===== config.mk =====
export PLATFORM = sky130hd
export DESIGN_NAME = tdmps_serial_port
export DESIGN_NICKNAME = d
export VERILOG_FILES = /design/src/tdmps_pkg.sv /design/src/tdmps_serial_port.sv /design/src/tdmps_chan_mem.sv
export SDC_FILE = /design/constraint.sdc
export NUM_CORES = 1
export LEC_CHECK = 0
export BUFFER_PORTS_ARGS = -buffer_cell sky130_fd_sc_hd__buf_2
export CORE_MARGIN = 4
export CORE_UTILIZATION = 50
export DETAILED_ROUTE_END_ITERATION = 8
export PLACE_DENSITY = 0.72
export SLEW_MARGIN = 20
export SYNTH_ARGS = -nofsm -noshare
export SYNTH_HDL_FRONTEND = slang
export SYNTH_SLANG_ARGS = --single-unit

===== constraint.sdc =====
create_clock -name clk_i -period 3.1 [get_ports clk_i]
set_input_delay 0.62 -clock clk_i [delete_from_list [all_inputs] [get_ports clk_i]]
set_output_delay 0.62 -clock clk_i [all_outputs]
set_load 0.05 [all_outputs]

===== src/tdmps_pkg.sv =====
// shared constants of the tdm pcm serial port
package tdmps_pkg;
  localparam int unsigned TDMPS_CHANNELS = 32;
  localparam int unsigned TDMPS_CHAN_W = 5;
  localparam int unsigned TDMPS_BITS_PER_CHAN = 8;
  localparam int unsigned TDMPS_HALVES_PER_BIT = 2;
  // half-bit counter: channel in [8:4], bit in [3:1], half in [0]
  localparam int unsigned TDMPS_CNT_W = 9;
  localparam logic [3:0] TDMPS_LAST_HALF = 4'hF;
  localparam logic [3:0] TDMPS_PREFETCH_HALF = 4'hE;
  localparam logic [3:0] TDMPS_FIRST_HALF = 4'h0;
  // last receive sample of a slot: the middle of bit 0
  localparam logic [3:0] TDMPS_RX_LAST_HALF = 4'hE;
  // equal frame pulse repeats counted before the next equal sample sets the idle level
  localparam logic [2:0] TDMPS_IDLE_RUN = 3'h7;
  localparam logic TDMPS_OE_RESET = 1'b0;
endpackage


===== src/tdmps_serial_port.sv =====
// tdm pcm serial port: two receive and two transmit 32-channel streams
// Functional notes
// - drive both outputs only when enable pin and control bit are high
// - either enable low puts both output pins in high impedance
// - send-out stream shifted out at 2.048 Mbps, 32 timeslots per frame
// - receive-out stream shifted out at 2.048 Mbps, 32 timeslots per frame
// - send-in stream of 32 channels sampled in every channel
// - receive-in stream of 32 channels sampled in every channel
// - frame pulse polarity detected automatically, framing aligned to it
// - 4.096 MHz serial clock shifts all four streams
// - core clock may be unrelated to the frame; all pins synchronised
// - reset returns control state and output enable to defaults
`timescale 1ns/1ps
module tdmps_serial_port (
  input wire logic clk_i,
  input wire logic rst_n_i,
  input wire logic serial_bit_clock_i,
  input wire logic frame_pulse_in_i,
  input wire logic rin_i,
  input wire logic sin_i,
  input wire logic output_drive_enable_i,
  input wire logic ctrl_ode_i,
  input wire logic tx_wr_i,
  input wire logic [tdmps_pkg::TDMPS_CHAN_W-1:0] tx_chan_i,
  input wire logic [7:0] tx_sout_byte_i,
  input wire logic [7:0] tx_rout_byte_i,
  output logic sout_o,
  output logic sout_oe_o,
  output logic rout_o,
  output logic rout_oe_o,
  output logic rx_valid_o,
  output logic [tdmps_pkg::TDMPS_CHAN_W-1:0] rx_chan_o,
  output logic [7:0] rin_byte_o,
  output logic [7:0] sin_byte_o,
  output logic frame_gci_o,
  output logic frame_locked_o
);
  import tdmps_pkg::*;

  logic [2:0] sclk_sy_r;
  logic [1:0] fp_sy_r;
  logic [1:0] rin_sy_r;
  logic [1:0] sin_sy_r;
  logic [1:0] ode_sy_r;
  logic sclk_rise;
  logic fp_prev_r;
  logic [2:0] run_r;
  logic idle_lvl_r;
  logic idle_ok_r;
  logic fp_act;
  logic [TDMPS_CNT_W-1:0] cnt_r;
  logic [TDMPS_CHAN_W-1:0] rd_chan;
  logic [15:0] rd_data;
  logic [7:0] sout_sh_r;
  logic [7:0] rout_sh_r;
  logic [7:0] rin_sh_r;
  logic [7:0] sin_sh_r;

  // pins come from the serial clock domain; first stage feeds only second
  always_ff @(posedge clk_i)
  begin
    if (!rst_n_i)
    begin
      sclk_sy_r <= 3'h0;
      fp_sy_r <= 2'h0;
      rin_sy_r <= 2'h0;
      sin_sy_r <= 2'h0;
      ode_sy_r <= 2'h0;
    end
    else
    begin
      sclk_sy_r <= {sclk_sy_r[1:0], serial_bit_clock_i};
      fp_sy_r <= {fp_sy_r[0], frame_pulse_in_i};
      rin_sy_r <= {rin_sy_r[0], rin_i};
      sin_sy_r <= {sin_sy_r[0], sin_i};
      ode_sy_r <= {ode_sy_r[0], output_drive_enable_i};
    end
  end

  assign sclk_rise = sclk_sy_r[1] & ~sclk_sy_r[2];

  // idle level is the one held for a long run; the pulse is the other one
  always_ff @(posedge clk_i)
  begin
    if (!rst_n_i)
    begin
      fp_prev_r <= 1'b0;
      run_r <= 3'h0;
      idle_lvl_r <= 1'b1;
      idle_ok_r <= 1'b0;
    end
    else if (sclk_rise)
    begin
      fp_prev_r <= fp_sy_r[1];
      if (fp_sy_r[1] != fp_prev_r)
      begin
        run_r <= 3'h0;
      end
      else if (run_r != TDMPS_IDLE_RUN)
      begin
        run_r <= run_r + 3'h1;
      end
      else
      begin
        idle_lvl_r <= fp_sy_r[1];
        idle_ok_r <= 1'b1;
      end
    end
  end

  assign fp_act = sclk_rise && idle_ok_r && (fp_sy_r[1] != idle_lvl_r);

  always_ff @(posedge clk_i)
  begin
    if (!rst_n_i)
    begin
      frame_gci_o <= 1'b0;
      frame_locked_o <= 1'b0;
    end
    else
    begin
      frame_gci_o <= idle_ok_r & ~idle_lvl_r;
      if (fp_act)
      begin
        frame_locked_o <= 1'b1;
      end
    end
  end

  // half-bit counter wraps every 512 serial clocks even without pulses
  always_ff @(posedge clk_i)
  begin
    if (!rst_n_i)
    begin
      cnt_r <= '0;
    end
    else if (fp_act)
    begin
      cnt_r <= '0;
    end
    else if (sclk_rise)
    begin
      cnt_r <= cnt_r + 9'h001;
    end
  end

  // fetch next slot's bytes for the whole current slot so registered data is ready
  assign rd_chan = cnt_r[8:4] + 5'h01;

  tdmps_chan_mem #(
    .DEPTH(TDMPS_CHANNELS),
    .AW(TDMPS_CHAN_W),
    .DW(16)
  ) u_mem (
    .clk_i(clk_i),
    .wr_en_i(tx_wr_i),
    .wr_addr_i(tx_chan_i),
    .wr_data_i({tx_sout_byte_i, tx_rout_byte_i}),
    .rd_addr_i(fp_act ? 5'h00 : rd_chan),
    .rd_data_o(rd_data)
  );

  // transmit: new bit on the rise that ends each odd half, msb first
  always_ff @(posedge clk_i)
  begin
    if (!rst_n_i)
    begin
      sout_sh_r <= 8'h00;
      rout_sh_r <= 8'h00;
      sout_o <= 1'b1;
      rout_o <= 1'b1;
    end
    else if (sclk_rise && (fp_act || cnt_r[0]))
    begin
      // the pulse edge is also the last half of the old frame
      if (fp_act || cnt_r[3:0] == TDMPS_LAST_HALF)
      begin
        sout_o <= rd_data[15];
        rout_o <= rd_data[7];
        sout_sh_r <= {rd_data[14:8], 1'b0};
        rout_sh_r <= {rd_data[6:0], 1'b0};
      end
      else
      begin
        sout_o <= sout_sh_r[7];
        rout_o <= rout_sh_r[7];
        sout_sh_r <= {sout_sh_r[6:0], 1'b0};
        rout_sh_r <= {rout_sh_r[6:0], 1'b0};
      end
    end
  end

  // enables gate in both sources; the pad floats when either is low
  always_ff @(posedge clk_i)
  begin
    if (!rst_n_i)
    begin
      sout_oe_o <= TDMPS_OE_RESET;
      rout_oe_o <= TDMPS_OE_RESET;
    end
    else
    begin
      sout_oe_o <= ode_sy_r[1] & ctrl_ode_i;
      rout_oe_o <= ode_sy_r[1] & ctrl_ode_i;
    end
  end

  // receive: sample mid bit, well away from the far end's data edges
  always_ff @(posedge clk_i)
  begin
    if (!rst_n_i)
    begin
      rin_sh_r <= 8'h00;
      sin_sh_r <= 8'h00;
      rx_valid_o <= 1'b0;
      rx_chan_o <= '0;
      rin_byte_o <= 8'h00;
      sin_byte_o <= 8'h00;
    end
    else
    begin
      rx_valid_o <= 1'b0;
      if (sclk_rise && !fp_act && !cnt_r[0])
      begin
        rin_sh_r <= {rin_sh_r[6:0], rin_sy_r[1]};
        sin_sh_r <= {sin_sh_r[6:0], sin_sy_r[1]};
        if (cnt_r[3:0] == TDMPS_RX_LAST_HALF)
        begin
          rx_valid_o <= 1'b1;
          rx_chan_o <= cnt_r[8:4];
          rin_byte_o <= {rin_sh_r[6:0], rin_sy_r[1]};
          sin_byte_o <= {sin_sh_r[6:0], sin_sy_r[1]};
        end
      end
    end
  end
endmodule


===== src/tdmps_chan_mem.sv =====
// per-channel transmit byte store, registered read
`timescale 1ns/1ps
module tdmps_chan_mem #(
  parameter int unsigned DEPTH = 32,
  parameter int unsigned AW = 5,
  parameter int unsigned DW = 16
) (
  input wire logic clk_i,
  input wire logic wr_en_i,
  input wire logic [AW-1:0] wr_addr_i,
  input wire logic [DW-1:0] wr_data_i,
  input wire logic [AW-1:0] rd_addr_i,
  output logic [DW-1:0] rd_data_o
);
  logic [DW-1:0] mem [DEPTH];

  always_ff @(posedge clk_i)
  begin
    if (wr_en_i)
    begin
      mem[wr_addr_i] <= wr_data_i;
    end
  end

  always_ff @(posedge clk_i)
  begin
    rd_data_o <= mem[rd_addr_i];
  end
endmodule


Word-level counts from Yosys, hierarchy flattened

Memory sizes are Yosys's and may differ from the RTL's. A register that Yosys moved wholly into a read port is not among the register bits.
Index checks and enable logic that the tools add are counted.
W data, S select, Z words.

Bits in registers: 83
Bits in writable memories: 512
Input port bits: 30
Memories: 1

$add $sub $neg: 3
Equality and inequality tests: 5
Muxes and demuxes: 10
Bitwise operators: 8
Reduce and logical (&&, ||, !) cells: 15

Memories:

| name      | depth | width | rd ports | clocked after Yosys merged registers in | write ports | line                 | text |
|---|---|---|---|---|---|---|---|
| u_mem.mem | 32    | 16    | 1        | 1                                       | 1           | tdmps_chan_mem.sv:15 | `logic [DW-1:0] mem [DEPTH];` |

Operator list:

| operator              | count |
|---|---|
| $mux W8               | 2 |
| $add A9 B1 Y9 const B | 1 |
| $eq A4 B4 Y1 const B  | 2 |
| $mux W3               | 2 |
| $reduce_and A2 Y1     | 3 |
| $add A5 B1 Y5 const B | 1 |
| $logic_and A1 B1 Y1   | 5 |
| $mux W1               | 5 |
| $mux W5               | 1 |
| $not A1 Y1            | 5 |
| $add A3 B1 Y3 const B | 1 |
| $and A1 B1 Y1         | 3 |
| $ne A3 B3 Y1 const B  | 1 |
| $reduce_and A3 Y1     | 1 |
| $logic_not A1 Y1      | 2 |
| $logic_or A1 B1 Y1    | 2 |
| $ne A1 B1 Y1          | 2 |
| $reduce_bool A2 Y1    | 1 |
| $reduce_or A2 Y1      | 1 |

Longest topological paths before layout

Depth in word-level cells: 8
Mapped depth: 9
Mapped depth without buffers: 6

Hierarchy

From an unflattened synthesis, not the netlist that was laid out.

Cells, all modules: 1484
Area, all modules: 23787.8 um^2

Modules (own cells, without submodules):

| module            | instances | cells an instance | area each (um^2) |
|---|---|---|---|
| tdmps_chan_mem    | 1         | 1143              | 20535.9 |
| tdmps_serial_port | 1         | 341               | 3251.9 |

Worst setup path after synthesis

Ideal clock, no wire load.

Kind: input to register
Start point: in tx_chan_i[1] (netlist name)
End point: mem u_mem.mem[12][0] (enable)
Data arrival time: 1.972 ns
Data required time: 2.712 ns
Slack: 0.740 ns
Cell stages on the path: 3
Path through: or3b_2 clkbuf_1 nor2_1

RTL lines:

| element            | line                    | text |
|---|---|---|
| start: declaration | tdmps_serial_port.sv:24 | `input wire logic [tdmps_pkg::TDMPS_CHAN_W-1:0] tx_chan_i,` |
| end: declaration   | tdmps_chan_mem.sv:15    |  |

Straight into the memory's write port.

Worst setup path after layout

Start point: reg cnt_r[5]
End point: reg u_mem.rd_data_o[5] (read register of u_mem.mem)

Cells in the longest elaborated chain, start to end: 2

Ends and longest elaborated chain:

| element                  | line                     | text |
|---|---|---|
| start: declaration       | tdmps_serial_port.sv:51  | `logic [TDMPS_CNT_W-1:0] cnt_r;` |
| start signal: assignment | tdmps_serial_port.sv:143 | `cnt_r <= cnt_r + 9'h001;` |
| $add A5 B1 Y5            | tdmps_serial_port.sv:148 | `assign rd_chan = cnt_r[8:4] + 5'h01;` |
| $mux W5                  | tdmps_serial_port.sv:159 | `.rd_addr_i(fp_act ? 5'h00 : rd_chan),` |
| end: declaration         | tdmps_chan_mem.sv:13     | `output logic [DW-1:0] rd_data_o` |

Every way passes these cells.
A chain may end at the register's enable or synchronous reset.

==> key figures <==
Global routing
  – GR Util met3: 0.04454
  – First-pass GRT wire length: slightly below 90 mm
  – Vias in the first global route: around 14k
  – Met2 Use GR: 0.3608
  – Antenna violations before repair: 0
  – GRT Overall Usage: 0.2310
  – M1 GR Usage: 0.3273
  – Overflow after GRT: 0
  – Largest net degree at the start of global routing: 58
  – Grt peak-use layer: met2

Timing
  – Final critical-path share of the clock period: 0.8479
  – Final worst clock skew: between 20 and 25 ps
  – Worst slew pin tran: ~1000 ps
  – Setup TNS: 0 ps
  – Unrepaired setup endpoints after global routing: false
  – Final number of setup-violating endpoints: 0
  – Fin. Hold Viols: 0
  – Slew Limit Fails: 0
  – Rel. slew slack: 0.3337
  – Final Critical Period: approximately 2600 ps
  – Max Freq: between 300 and 400 MHz

Routing
  – Vias: ~14k
  – DRT iter0 DRCs: between 1.5k and 2k
  – Initial DRT Pass Iterations: 6
  – ANT nets after route: 0
  – DR DRC count: 0
  – DR vias/cell: 6.167
  – Post-Route WL: around 60 mm
  – DR WL/cell: approximately 26 um

Yosys
  – XOR/XNOR Fraction of Synth Area: 0.006604
  – Number of synthesized flops with an enable pin: about 500
  – Post-Synth Adder-Cell Area: 0.002621
  – Top post-synthesis cells by count: 512 x edfxtp_1, 193 x nand2_1, 97 x dfxtp_1, 76 x nor2_1, 67 x mux4_2
  – Synth Area per Inst: 15.71 um2
  – Cell taking the most area after synthesis: edfxtp_1
  – Net count after synthesis: ~1.6k
  – Synth Cell Area: about 24000 um2
  – Count of unique library cells instantiated by Yosys: 64
  – Synth area leaders: edfxtp_1 64%, dfxtp_1 8.1%, mux4_2 6.3%
  – Synth Register Bits: a little over 600
  – Syn Inst Count: between 1.5k and 2k
  – Top cell type's share of synthesized area: 0.6441
  – Largest family of logic cells by synthesized area: multiplexers
  – Compound-Gate Fraction of Synth Area: 0.07810
  – FFs w/ async S/R, synth: 0
  – Top FF cell, synth: edfxtp_1
  – Post-synthesis mux area share: 0.09015
  – Count leader, synth: edfxtp_1
  – Synthesized-area fraction occupied by and/or/nand/nor cells: 0.07647
  – Sequential-to-total area share from yosys stat: 0.7254
  – YS warnings: 0

Floorplan
  – Die X: ~230 um
  – Core Rows: a little under 80
  – Area of the core: 46850 um2
  – Initial Util: 0.5095
  – Die Height: 226.5 um
  – IO Pins: 58
  – Die area: 51300 um2

Setup path
  – Kind of critical path: flip-flop to flip-flop
  – Crit end category: flip-flop
  – Delay-heaviest family, CP: compound AO/OA/AOI/OAI gates
  – CP Launch Type: flip-flop
  – CP max stage cell: ha_4
  – CP Data Arrival Time: ~3100 ps
  – CP required: 3590 ps
  – Critical path buffers and inverters: 1
  – Crit path cell chain: ha_4, buf_12, mux4_2, nor2_1, a311oi_1, o22ai_1, a32oi_1
  – CP max stage delay: 510 ps
  – Worst Path Max Fanout: between 50 and 60

Place
  – # port buffers: between 50 and 60
  – Gp weighted congestion: between 0.9 and 1
  – Final HPWL from detailed placement: between 30 and 40 mm

Clock network
  – Clock sinks: 609
  – Reg clk slew, reported paths: approximately 70 ps
  – CTS tree: done
  – H-tree depth: 2
  – Root buffer cell: clkbuf_16
  – CTS buffer count: between 50 and 60
  – CTS hold repair buffers: 0
  – Longest Clk Path Bufs: 3
  – Post-CTS setup buffer count: 0
  – Clk Latency, worst-skew pair: roughly 620 ps
  – Post-CTS Resized: 0

Final layout
  – # diodes: 0
  – Filler cells: around 3.6k
  – Post-layout util: 0.5758
  – Sequential Area: between 15000 and 20000 um2
  – Area grow syn2layout: 13.02%
  – Share of layout cells above drive strength 1: 0.1952
  – Final nets: between 1.5k and 2k
  – Multi-input logic area: 6090 um2

Pwr
  – Worst vdd ir: between 0.5 and 0.6 mV
  – Pwr per Cell Area: 604.7 nW/um2
  – Power, Total: approximately 16 mW
  – P_leak: 8.844 nW

Hold path
  – HP Class: input pin to flip-flop

Outcome
  – Status: complete, no violations

Run
  – Max cap viols: 0
==> cell usage in the layout, fill, tap and decap left out, types with 16 or more instances in the layout <==
| cell | synthesis | final |
|---|---|---|
| a21oi_1 | 31 | 31 |
| nor2_1 | 76 | 76 |
| a22oi_1 | 16 | 16 |
| a21boi_0 | 35 | 35 |
| edfxtp_1 | 512 | 512 |
| nand3_1 | 43 | 43 |
| mux2_2 | 18 | 18 |
| buf_2 | 27 | 57 |
| and2_1 | 20 | 20 |
| mux4_2 | 67 | 67 |
| nand3b_1 | 16 | 16 |
| o21ai_0 | 42 | 42 |
| mux2i_1 | 44 | 44 |
| buf_4 | 21 | 63 |
| nand2_1 | 193 | 193 |
| dfxtp_1 | 97 | 96 |
| clkbuf_16 | 0 | 59 |
==> kinds of logic after synthesis <==
| family | count (synthesis) |
|---|---|
| multiplexers | 129 |
| flip-flops | 609 |
| adder cells (fa/ha/maj) | 5 |
| AND/OR/NAND/NOR | 404 |
| buffers and inverters | 97 |
| AO/OA/AOI/OAI | 261 |
| XOR/XNOR | 15 |
==> state kept, by name, indices dropped and copies added, names as in the netlist, 2 cells and up <==
name / cells
cnt_r: 9
fp_sy_r: 2
ode_sy_r: 2
rin_byte_o: 8
rin_sh_r: 7
rin_sy_r: 2
rout_sh_r: 7
run_r: 3
rx_chan_o: 5
sclk_sy_r: 3
sin_byte_o: 8
sin_sh_r: 7
sin_sy_r: 2
sout_sh_r: 7
u_mem.mem: 512
u_mem.rd_data_o: 16
==> per-stage QoR <==
step                      area, um2  setup slack [ps]  instances  hold slack [ps]
final                         26980             471.5       2272            215.7
after global routing          26980             408.4       2272            207.8
after CTS                     26980             537.1       2272            190.9
after detailed placement      25090             546.4       2162            424.8
after global placement        25090             564.1       2162            424.8
after floorplan               23870             740.0       1520            411.9
==> final cells by class <==
| class | instances | area share |
|---|---|---|
| clock buffers | 80 | 0.05955 |
| clock inverters | 30 | 0.01062 |
| inverters | 5 | 0.0006956 |
| multi-input cells | 814 | 0.2257 |
| flip-flops and latches | 609 | 0.6420 |
| well taps | 607 | 0.02815 |
| repair buffers | 127 | 0.03330 |
==> final timing paths <==
check                   startpoint  cells after the start                  to  slack, ps
max                       cnt_r[5]                      7  u_mem.rd_data_o[5]        470
min          output_drive_enable_i                      2         ode_sy_r[0]        220
max reg2reg               cnt_r[5]                      7  u_mem.rd_data_o[5]        470
min reg2reg            sin_sy_r[0]                      1         sin_sy_r[1]        430
==> power by group <==
part	switching [mW]	leakage [nW]	internal, mW
clock	2.98	0.932	4.04
combinational	0.230	2.51	0.0700
sequential	0.0308	5.40	8.96
==> per-layer routing <==
metal,routed length [um],vias to the layer above,share of wire
met1,23750,7110,0.40
met2,27390,733,0.46
met4,2140,0,0.036
li1,-,6045,-
met5,0,-,0
met3,5860,123,0.099
No activity file was read; power rests on OpenSTA's default activity.
